==> src/rtl/tap_select_consts.vh <==
// Constants for the debug client test access port selection logic.
`ifndef TAP_SELECT_CONSTS_VH
`define TAP_SELECT_CONSTS_VH
`define TOP_IR_WIDTH 5
`define TOP_IR_RESET 5'h01
`define TOP_GRANT_PORT_CTRL 5'h10
`define TOP_GRANT_CORE 5'h11
`define PORT_CTRL_IR_WIDTH 4
`define PORT_CTRL_ENABLE 4'h0
`define PORT_CTRL_BYPASS 4'hF
`define CORE_IR_WIDTH 10
`define CORE_BYPASS 10'h07F
`define CORE_IR_RESET 10'h07F
`define ST_RESET 4'h0
`define ST_IDLE 4'h1
`define ST_SEL_DR 4'h2
`define ST_CAP_DR 4'h3
`define ST_SHIFT_DR 4'h4
`define ST_EXIT1_DR 4'h5
`define ST_PAUSE_DR 4'h6
`define ST_EXIT2_DR 4'h7
`define ST_UPD_DR 4'h8
`define ST_SEL_IR 4'h9
`define ST_CAP_IR 4'hA
`define ST_SHIFT_IR 4'hB
`define ST_EXIT1_IR 4'hC
`define ST_PAUSE_IR 4'hD
`define ST_EXIT2_IR 4'hE
`define ST_UPD_IR 4'hF
`endif

==> src/rtl/debug_interface_block.v <==
// Debug client selection behind the top test access port controller.
`default_nettype none
`include "tap_select_consts.vh"
module debug_interface_block #(
	parameter TOP_W = `TOP_IR_WIDTH,
	parameter PC_W = `PORT_CTRL_IR_WIDTH,
	parameter CORE_W = `CORE_IR_WIDTH
) (
	input wire clk,
	input wire rstn,
	input wire tck,
	input wire tms,
	input wire tdi,
	output reg tdo,
	output reg tdo_en,
	input wire debug_event,
	output reg break_request,
	output reg grant_port_ctrl_tap,
	output reg grant_core_tap,
	output reg port_ctrl_enabled,
	output reg [PC_W-1:0] port_ctrl_ir,
	output reg [CORE_W-1:0] core_ir
);
	// The link clock is sampled, so it must stay well below half the system clock rate.
	reg tck_s1, tck_s2, tck_s3;
	reg tms_s1, tms_s2, tdi_s1, tdi_s2, evt_s1, evt_s2, evt_s3;
	always @(posedge clk) begin
		if (!rstn) begin
			tck_s1 <= 1'b0;
			tck_s2 <= 1'b0;
			tck_s3 <= 1'b0;
			tms_s1 <= 1'b1;
			tms_s2 <= 1'b1;
			tdi_s1 <= 1'b0;
			tdi_s2 <= 1'b0;
			evt_s1 <= 1'b0;
			evt_s2 <= 1'b0;
			evt_s3 <= 1'b0;
		end else begin
			tck_s1 <= tck;
			tck_s2 <= tck_s1;
			tck_s3 <= tck_s2;
			tms_s1 <= tms;
			tms_s2 <= tms_s1;
			tdi_s1 <= tdi;
			tdi_s2 <= tdi_s1;
			evt_s1 <= debug_event;
			evt_s2 <= evt_s1;
			evt_s3 <= evt_s2;
		end
	end
	wire tck_rise = tck_s2 & ~tck_s3;
	wire tck_fall = ~tck_s2 & tck_s3;

	wire [3:0] top_state;
	wire [3:0] cli_state;
	tap_state_machine u_top_fsm (
		.clk(clk),
		.rstn(rstn),
		.tck_rise(tck_rise),
		.tms(tms_s2),
		.state(top_state)
	);
	// The client controller follows the same pins but only matters while granted.
	tap_state_machine u_client_fsm (
		.clk(clk),
		.rstn(rstn),
		.tck_rise(tck_rise),
		.tms(tms_s2),
		.state(cli_state)
	);

	function [0:0] grants_port_ctrl;
		input [TOP_W-1:0] ir;
		begin
			grants_port_ctrl = (ir == `TOP_GRANT_PORT_CTRL);
		end
	endfunction

	function [0:0] grants_core;
		input [TOP_W-1:0] ir;
		begin
			grants_core = (ir == `TOP_GRANT_CORE);
		end
	endfunction

	function [0:0] client_routed;
		input [TOP_W-1:0] ir;
		begin
			client_routed = grants_port_ctrl(ir) || grants_core(ir);
		end
	endfunction

	function [0:0] shift_state;
		input [3:0] st;
		begin
			shift_state = (st == `ST_SHIFT_IR) || (st == `ST_SHIFT_DR);
		end
	endfunction

	reg [TOP_W-1:0] top_ir;
	reg [TOP_W-1:0] top_sh;
	reg top_bypass;
	reg [PC_W-1:0] pc_sh;
	reg [CORE_W-1:0] core_sh;
	reg cli_bypass;
	wire routed = client_routed(top_ir);
	always @(posedge clk) begin
		if (!rstn) begin
			top_ir <= `TOP_IR_RESET;
			top_sh <= {TOP_W{1'b0}};
			top_bypass <= 1'b0;
		end else if (tck_rise) begin
			if (top_state == `ST_RESET) begin
				top_ir <= `TOP_IR_RESET;
			end else if (top_state == `ST_CAP_IR) begin
				top_sh <= `TOP_IR_RESET;
			end else if (top_state == `ST_SHIFT_IR) begin
				top_sh <= {tdi_s2, top_sh[TOP_W-1:1]};
			end else if (top_state == `ST_UPD_IR) begin
				// Once a client owns the port its scans pass through, so the grant must hold.
				if (!routed) begin
					top_ir <= top_sh;
				end
			end else if (top_state == `ST_CAP_DR) begin
				top_bypass <= 1'b0;
			end else if (top_state == `ST_SHIFT_DR) begin
				top_bypass <= tdi_s2;
			end
		end
	end

	always @(posedge clk) begin
		if (!rstn) begin
			port_ctrl_ir <= `PORT_CTRL_BYPASS;
			core_ir <= `CORE_IR_RESET;
			pc_sh <= {PC_W{1'b0}};
			core_sh <= {CORE_W{1'b0}};
			cli_bypass <= 1'b0;
		end else if (tck_rise) begin
			if (cli_state == `ST_RESET) begin
				port_ctrl_ir <= `PORT_CTRL_BYPASS;
				core_ir <= `CORE_IR_RESET;
			end else if (cli_state == `ST_CAP_IR) begin
				pc_sh <= {{(PC_W-1){1'b0}}, 1'b1};
				core_sh <= {{(CORE_W-1){1'b0}}, 1'b1};
			end else if (cli_state == `ST_SHIFT_IR) begin
				pc_sh <= {tdi_s2, pc_sh[PC_W-1:1]};
				core_sh <= {tdi_s2, core_sh[CORE_W-1:1]};
			end else if (cli_state == `ST_UPD_IR) begin
				if (grants_port_ctrl(top_ir)) begin
					port_ctrl_ir <= pc_sh;
				end
				if (grants_core(top_ir)) begin
					core_ir <= core_sh;
				end
			end else if (cli_state == `ST_CAP_DR) begin
				cli_bypass <= 1'b0;
			end else if (cli_state == `ST_SHIFT_DR) begin
				cli_bypass <= tdi_s2;
			end
		end
	end

	// Non-bypass client data registers lie outside this block, so they also shift one stage.
	reg cli_tdo;
	always @* begin
		if (grants_port_ctrl(top_ir)) begin
			if (cli_state == `ST_SHIFT_IR) begin
				cli_tdo = pc_sh[0];
			end else if (port_ctrl_ir == `PORT_CTRL_BYPASS) begin
				cli_tdo = cli_bypass;
			end else begin
				cli_tdo = cli_bypass;
			end
		end else begin
			if (cli_state == `ST_SHIFT_IR) begin
				cli_tdo = core_sh[0];
			end else begin
				cli_tdo = cli_bypass;
			end
		end
	end

	wire top_shift = shift_state(top_state);
	wire cli_shift = shift_state(cli_state);
	// Output changes on the falling link clock edge, as the port protocol expects.
	always @(posedge clk) begin
		if (!rstn) begin
			tdo <= 1'b0;
			tdo_en <= 1'b0;
			break_request <= 1'b0;
			grant_port_ctrl_tap <= 1'b0;
			grant_core_tap <= 1'b0;
			port_ctrl_enabled <= 1'b0;
		end else begin
			if (tck_fall) begin
				if (routed) begin
					tdo <= cli_tdo;
					tdo_en <= cli_shift;
				end else begin
					tdo <= (top_state == `ST_SHIFT_IR) ? top_sh[0] : top_bypass;
					tdo_en <= top_shift;
				end
			end
			break_request <= evt_s2 & ~evt_s3;
			grant_port_ctrl_tap <= grants_port_ctrl(top_ir);
			grant_core_tap <= grants_core(top_ir);
			port_ctrl_enabled <= grants_port_ctrl(top_ir) &&
				(port_ctrl_ir == `PORT_CTRL_ENABLE);
		end
	end
endmodule // debug_interface_block
`default_nettype wire

==> src/rtl/tap_state_machine.v <==
// Test access port controller state machine, advanced on sampled clock edges.
`default_nettype none
`include "tap_select_consts.vh"
module tap_state_machine (
	input wire clk,
	input wire rstn,
	input wire tck_rise,
	input wire tms,
	output reg [3:0] state
);
	reg [3:0] next_state;
	always @* begin
		case (state)
		`ST_RESET: next_state = tms ? `ST_RESET : `ST_IDLE;
		`ST_IDLE: next_state = tms ? `ST_SEL_DR : `ST_IDLE;
		`ST_SEL_DR: next_state = tms ? `ST_SEL_IR : `ST_CAP_DR;
		`ST_CAP_DR: next_state = tms ? `ST_EXIT1_DR : `ST_SHIFT_DR;
		`ST_SHIFT_DR: next_state = tms ? `ST_EXIT1_DR : `ST_SHIFT_DR;
		`ST_EXIT1_DR: next_state = tms ? `ST_UPD_DR : `ST_PAUSE_DR;
		`ST_PAUSE_DR: next_state = tms ? `ST_EXIT2_DR : `ST_PAUSE_DR;
		`ST_EXIT2_DR: next_state = tms ? `ST_UPD_DR : `ST_SHIFT_DR;
		`ST_UPD_DR: next_state = tms ? `ST_SEL_DR : `ST_IDLE;
		`ST_SEL_IR: next_state = tms ? `ST_RESET : `ST_CAP_IR;
		`ST_CAP_IR: next_state = tms ? `ST_EXIT1_IR : `ST_SHIFT_IR;
		`ST_SHIFT_IR: next_state = tms ? `ST_EXIT1_IR : `ST_SHIFT_IR;
		`ST_EXIT1_IR: next_state = tms ? `ST_UPD_IR : `ST_PAUSE_IR;
		`ST_PAUSE_IR: next_state = tms ? `ST_EXIT2_IR : `ST_PAUSE_IR;
		`ST_EXIT2_IR: next_state = tms ? `ST_UPD_IR : `ST_SHIFT_IR;
		`ST_UPD_IR: next_state = tms ? `ST_SEL_DR : `ST_IDLE;
		default: next_state = `ST_RESET;
		endcase
	end
	always @(posedge clk) begin
		if (!rstn) begin
			state <= `ST_RESET;
		end else if (tck_rise) begin
			state <= next_state;
		end
	end
endmodule // tap_state_machine
`default_nettype wire

==> config.mk <==
export PLATFORM = sky130hd
export DESIGN_NAME = debug_interface_block
export DESIGN_NICKNAME = d
export VERILOG_FILES = /design/src/rtl/debug_interface_block.v /design/src/rtl/tap_state_machine.v
export VERILOG_INCLUDE_DIRS = /design/src /design/src/rtl
export SDC_FILE = /design/constraint.sdc
export NUM_CORES = 1
export LEC_CHECK = 0
export BUFFER_PORTS_ARGS = -buffer_cell sky130_fd_sc_hd__buf_2
export CORE_ASPECT_RATIO = 1.25
export CORE_MARGIN = 2
export CORE_UTILIZATION = 58
export CTS_CLUSTER_DIAMETER = 150
export DETAILED_ROUTE_END_ITERATION = 6
export GPL_ROUTABILITY_DRIVEN = 1
export PLACE_DENSITY = 0.78
export SKIP_LAST_GASP = 1
export SLEW_MARGIN = 20
export SYNTH_ARGS = -nofsm -noshare
export SYNTH_HDL_FRONTEND = slang
export SYNTH_SLANG_ARGS = --single-unit
==> constraint.sdc <==
create_clock -name clk -period 2.2 [get_ports clk]
set_input_delay 0.55 -clock clk [delete_from_list [all_inputs] [get_ports clk]]
set_output_delay 0.55 -clock clk [all_outputs]
set_load 0.02 [all_outputs]
==> Word level (Yosys, flattened, before mapping) <==
Index checks and enable logic that the tools add are counted.
{ "totals": {"register_bits": 64} }
{ "op_classes": {"eq_ne": 37, "mux": 45, "bitwise": 14, "n_reduce_logical": 28} }
{ "op_table": {"columns": ["op", "n"], "rows": [
  ["one-hot mux 4 bit (12 select lines)", 2],
  ["2-to-1 mux 10 bit", 7],
  ["equality test 4 bit, second input constant", 16],
  ["2-to-1 mux 4 bit", 11],
  ["2-to-1 mux 5 bit", 7],
  ["equality test 4 x 3 -> 1 bit, second input constant", 8],
  ["equality test 4 x 2 -> 1 bit, second input constant", 4],
  ["nonzero test 2 bit", 8],
  ["AND reduction 5 bit", 3],
  ["2-to-1 mux 1 bit", 13],
  ["logical NOT 4 bit", 3],
  ["AND reduction 6 bit", 2],
  ["NOT 1 bit", 11],
  ["equality test 5 bit, second input constant", 2],
  ["equality test 4 x 1 -> 1 bit, second input constant", 2],
  ["!= test 2 bit, second input constant", 4],
  ["OR reduction 2 bit", 4],
  ["2-to-1 mux 2 bit", 3],
  ["2-to-1 mux 3 bit", 2],
  ["AND reduction 3 bit", 2],
  ["OR reduction 3 bit", 2],
  ["bitwise AND 1 bit", 3],
  ["logical OR 1 bit", 3],
  ["!= test 2 x 1 -> 1 bit, second input constant", 1],
  ["logical AND 1 bit", 1]
]} }

==> Depth between registers and ports, before layout <==
{ "logic_depth": {"ltp_word": 7, "ltp_mapped": 6, "mapped_depth_nobuf": 4} }

==> Hierarchy <==
A second synthesis with hierarchy kept.
{ "unflattened": {"cells_unflattened": 324, "hier_area_um2": 2882.8} }
{ "modules_own_cells": {"columns": ["module", "instances", "cells_each", "area_each_um2"], "rows": [
  ["debug_interface_block", 1, 240, 2199.6],
  ["tap_state_machine", 2, 42, 341.6]
]} }

==> Worst setup path after synthesis <==
Ideal clock, no wire load.
{ "synth_path": {"kind": "reg2reg", "start": "register top_ir[1]", "end": "register core_ir[7]", "setup_time_ps": 116, "arrival_time_ps": 1607, "required_ps": 2084, "setup_slack_ps": 478, "path_stages_with_launch": 5, "period_less_slack_ps": 1722, "path_cell_list": "dfxtp_1 > or4b_4 > nor4_4 > nor3b_1 > a31o_1"} }
{ "synth_via": {"elab_chain_cells": 3} }
{ "synth_lines": {"columns": ["element", "line_no", "text"], "rows": [
  ["from (decl)", "debug_interface_block.v:101", "reg [TOP_W-1:0] top_ir;"],
  ["from (signal assigned)", "debug_interface_block.v:110", "top_ir <= `TOP_IR_RESET;"],
  ["from (signal assigned)", "debug_interface_block.v:115", "top_ir <= `TOP_IR_RESET;"],
  ["from (signal assigned)", "debug_interface_block.v:123", "top_ir <= top_sh;"],
  ["equality test 5 bit (no line)", null, null],
  ["nonzero test 2 bit (no line)", null, null],
  ["AND reduction 5 bit (no line)", null, null],
  ["to (signal assigned)", "debug_interface_block.v:136", "core_ir <= `CORE_IR_RESET;"],
  ["to (signal assigned)", "debug_interface_block.v:143", "core_ir <= `CORE_IR_RESET;"],
  ["to (signal assigned)", "debug_interface_block.v:155", "core_ir <= core_sh;"],
  ["to (decl)", "debug_interface_block.v:22", "output reg [CORE_W-1:0] core_ir"]
]} }
No other way between the ends.
A chain may end at the register's enable or synchronous reset.

==> Worst setup path after layout <==
{ "layout_path": {"start": "register top_ir[1]", "end": "register core_ir[9]"} }
The elaborated chain is that of the path after synthesis.

==> impl_metrics.env <==
export IMPL_status="finished clean"
export IMPL_hold_violations=0
export IMPL_start_util_pct=61.3
export IMPL_core_area_sq_mm=0.00446
export IMPL_cts_tree="yes"
export IMPL_critPathMaxFanout=10
export IMPL_p_per_area_mw_per_mm2=713
export IMPL_cts_resized=0
export IMPL_grt_total_usage_pct=24.6
export IMPL_dp_slack_ps=311
export IMPL_vias_per_cell=5.97
export IMPL_vias=2395
export IMPL_min_period_ps=1880
export IMPL_synth_most_common_cell="dfxtp_1"
export IMPL_clockBufferDepth=2
export IMPL_cts_setup_buffers=0
export IMPL_htreeDepth=3
export IMPL_synth_ff_type="dfxtp_1"
export IMPL_fp_dieH_microns=80.7
export IMPL_drtAntennaViolNets=0
export IMPL_syn_avg_cell_area_sq_um=8.62
export IMPL_tns_ps=0
export IMPL_clock_latency_ps=350
export IMPL_peakVddDrop_mv=0.482
export IMPL_grt_pass1_wl_microns=10000
export IMPL_io_buffers=25
export IMPL_yosysTopAreaCellShare_pct=44.7
export IMPL_routed_wirelength_microns=5950
export IMPL_area_growth_pct=14.0
export IMPL_remaining_drc_errors=0
export IMPL_setup_ws_ps=323
export IMPL_cap_violations=0
export IMPL_skew_ps=7.06
export IMPL_synth_net_count=323
export IMPL_fp_row_count=27
export IMPL_grt_pass1_vias=2231
export IMPL_rsz0062_at_grt="false"
export IMPL_met3_usage_pct=6.23
export IMPL_seq_area_frac_synth_pct=44.7
export IMPL_die_area_sq_mm=0.00528
export IMPL_leakage_nw=1.09
export IMPL_fin_util_pct=69.8
export IMPL_setup_viol=0
export IMPL_cp_required_ps=2440
export IMPL_gp_congestion=0.899
export IMPL_synthTopCellsByArea="dfxtp_1, a21oi_1, a31oi_1"
export IMPL_antennaDiodeCount=0
export IMPL_holdCritPathClass="primary input to flip-flop"
export IMPL_syn_area_sq_mm=0.00273
export IMPL_clockRootBuffer="clkbuf_8"
export IMPL_io_pins=26
export IMPL_drt_initial_drc_count=105
export IMPL_tightestPinTransition_ps=722
export IMPL_drive_above_1_share_pct=17.8
export IMPL_place_area_sq_mm=0.00292
export IMPL_cts_hold_buf=0
export IMPL_overflow=0
export IMPL_ys_types=52
export IMPL_grt_util_met2_pct=43.0
export IMPL_slew_headroom_pct=51.8
export IMPL_finalInstanceArea_sq_mm=0.00311
export IMPL_worstPathArrival_ps=2120
export IMPL_fmax_ghz=0.533
export IMPL_worstSetupEndpointType="flip-flop"
export IMPL_cp_start_kind="flip-flop"
export IMPL_regToRegSetupSlack_ps=320
export IMPL_synth_edff_count=0
export IMPL_grtUsageMet1_pct=28.9
export IMPL_drt_pass1_iter_count=4
export IMPL_post_route_period_util_pct=85.3
export IMPL_worstSetupPathType="flip-flop to flip-flop"
export IMPL_nets=344
export IMPL_numClockSinks=61
export IMPL_die_w_microns=65.4
export IMPL_syn_inst=317
export IMPL_top_usage_layer="met2"
export IMPL_ys_ff_latch=61
export IMPL_synth_warnings=0
export IMPL_wl_per_cell_microns=14.8
export IMPL_grt_max_degree=30
export IMPL_yosysTopAreaCell="dfxtp_1"
export IMPL_synthTopCellsByCount="dfxtp_1, clkbuf_1, a21oi_1"
export IMPL_cts_buffers=9
export IMPL_hpwl_microns=4130
export IMPL_async_flop_share_pct=0
export IMPL_path_clk_slew_ps=70
export IMPL_final_max_slew_viol_count=0
export IMPL_antenna_found_initial=0
metal layers:
| layer | wire (microns) | share of wire [%] | up-vias |
|---|---|---|---|
| li1 | - | - | 1190 |
| met1 | 2590 | 43 | 1142 |
| met2 | 3010 | 51 | 55 |
| met3 | 266 | 4.5 | 8 |
| met4 | 88 | 1.5 | 0 |
| met5 | 0 | 0 | - |
layout make-up:
class / instances / area, sq um
inverters: 19 / 71.3
repair buffers: 37 / 215
clock inverters: 6 / 61.3
multi-input cells: 210 / 1340
flip-flops and latches: 61 / 1220
well taps: 58 / 72.6
fillers: 383 / 1350
clock buffers: 10 / 138
worst max-delay path, stage by stage, from the launching register on:
cell and delay (ps):
dfxtp_1 320, or4b_4 590, nor4_4 540, nor3b_1 120, a31o_1 200
logic make-up (layout without fill, tap and decap cells):
group	count (synthesis)	after routing	synth area share, %
simple gates	114	114	23.6
mux	6	6	2.29
flops	61	61	44.7
compound gates	88	88	22.3
xor+xnor	2	2	0.641
buf+inv	46	72	6.46
final timing paths:
path | from | end | depth (start not counted)
setup / recovery | top_ir[1] | core_ir[9] | 4
setup reg to reg | top_ir[1] | core_ir[9] | 4
hold / removal | tms | tms_s1 | 2
hold reg to reg | evt_s3 | break_request | 1
where the power goes:
part / leakage, nW / switching (mW) / internal, mW
combinational: 0.492 / 0.0581 / 0.0348
sequential: 0.494 / 0.0157 / 1.12
clock: 0.102 / 0.445 / 0.551
total: 1.09 / 0.519 / 1.70
state kept, by name (all words and copies together), names as in the netlist, 4 cells and up:
signal,cells
core_ir,10
core_sh,7
top_ir,5
top_sh,5
pc_sh,4
port_ctrl_ir,4
u_client_fsm.state,4
u_top_fsm.state,4
cell usage in the layout, fill, tap and decap left out, drive strengths merged, types with 2 or more instances in the layout:
| cell | count |
|---|---|
| dfxtp | 61 |
| buf | 37 |
| a21oi | 22 |
| nand2 | 20 |
| nor3 | 20 |
| inv | 20 |
| a31oi | 16 |
| nor2 | 15 |
| nand3 | 13 |
| clkbuf | 10 |
| o21ai | 10 |
| a211oi | 9 |
| and2 | 8 |
| nor2b | 7 |
| nand2b | 7 |
| nor3b | 6 |
| mux2i | 4 |
| o31ai | 4 |
| a32o | 4 |
| nor4 | 4 |
| a22oi | 3 |
| a31o | 3 |
| o211ai | 3 |
| clkinv | 3 |
| mux2 | 2 |
| nand4b | 2 |
| o311ai | 2 |
| nand3b | 2 |
| a21boi | 2 |
| nand4 | 2 |
through the flow:
step,hold slack (ps),total power [mW],instances
floorplan,367,1.22,317
global placement,371,1.25,385
detailed placement,379,1.25,385
CTS,376,2.24,401
global route,387,2.30,401
finish,382,2.22,401
No activity file was read; power rests on OpenSTA's default activity.
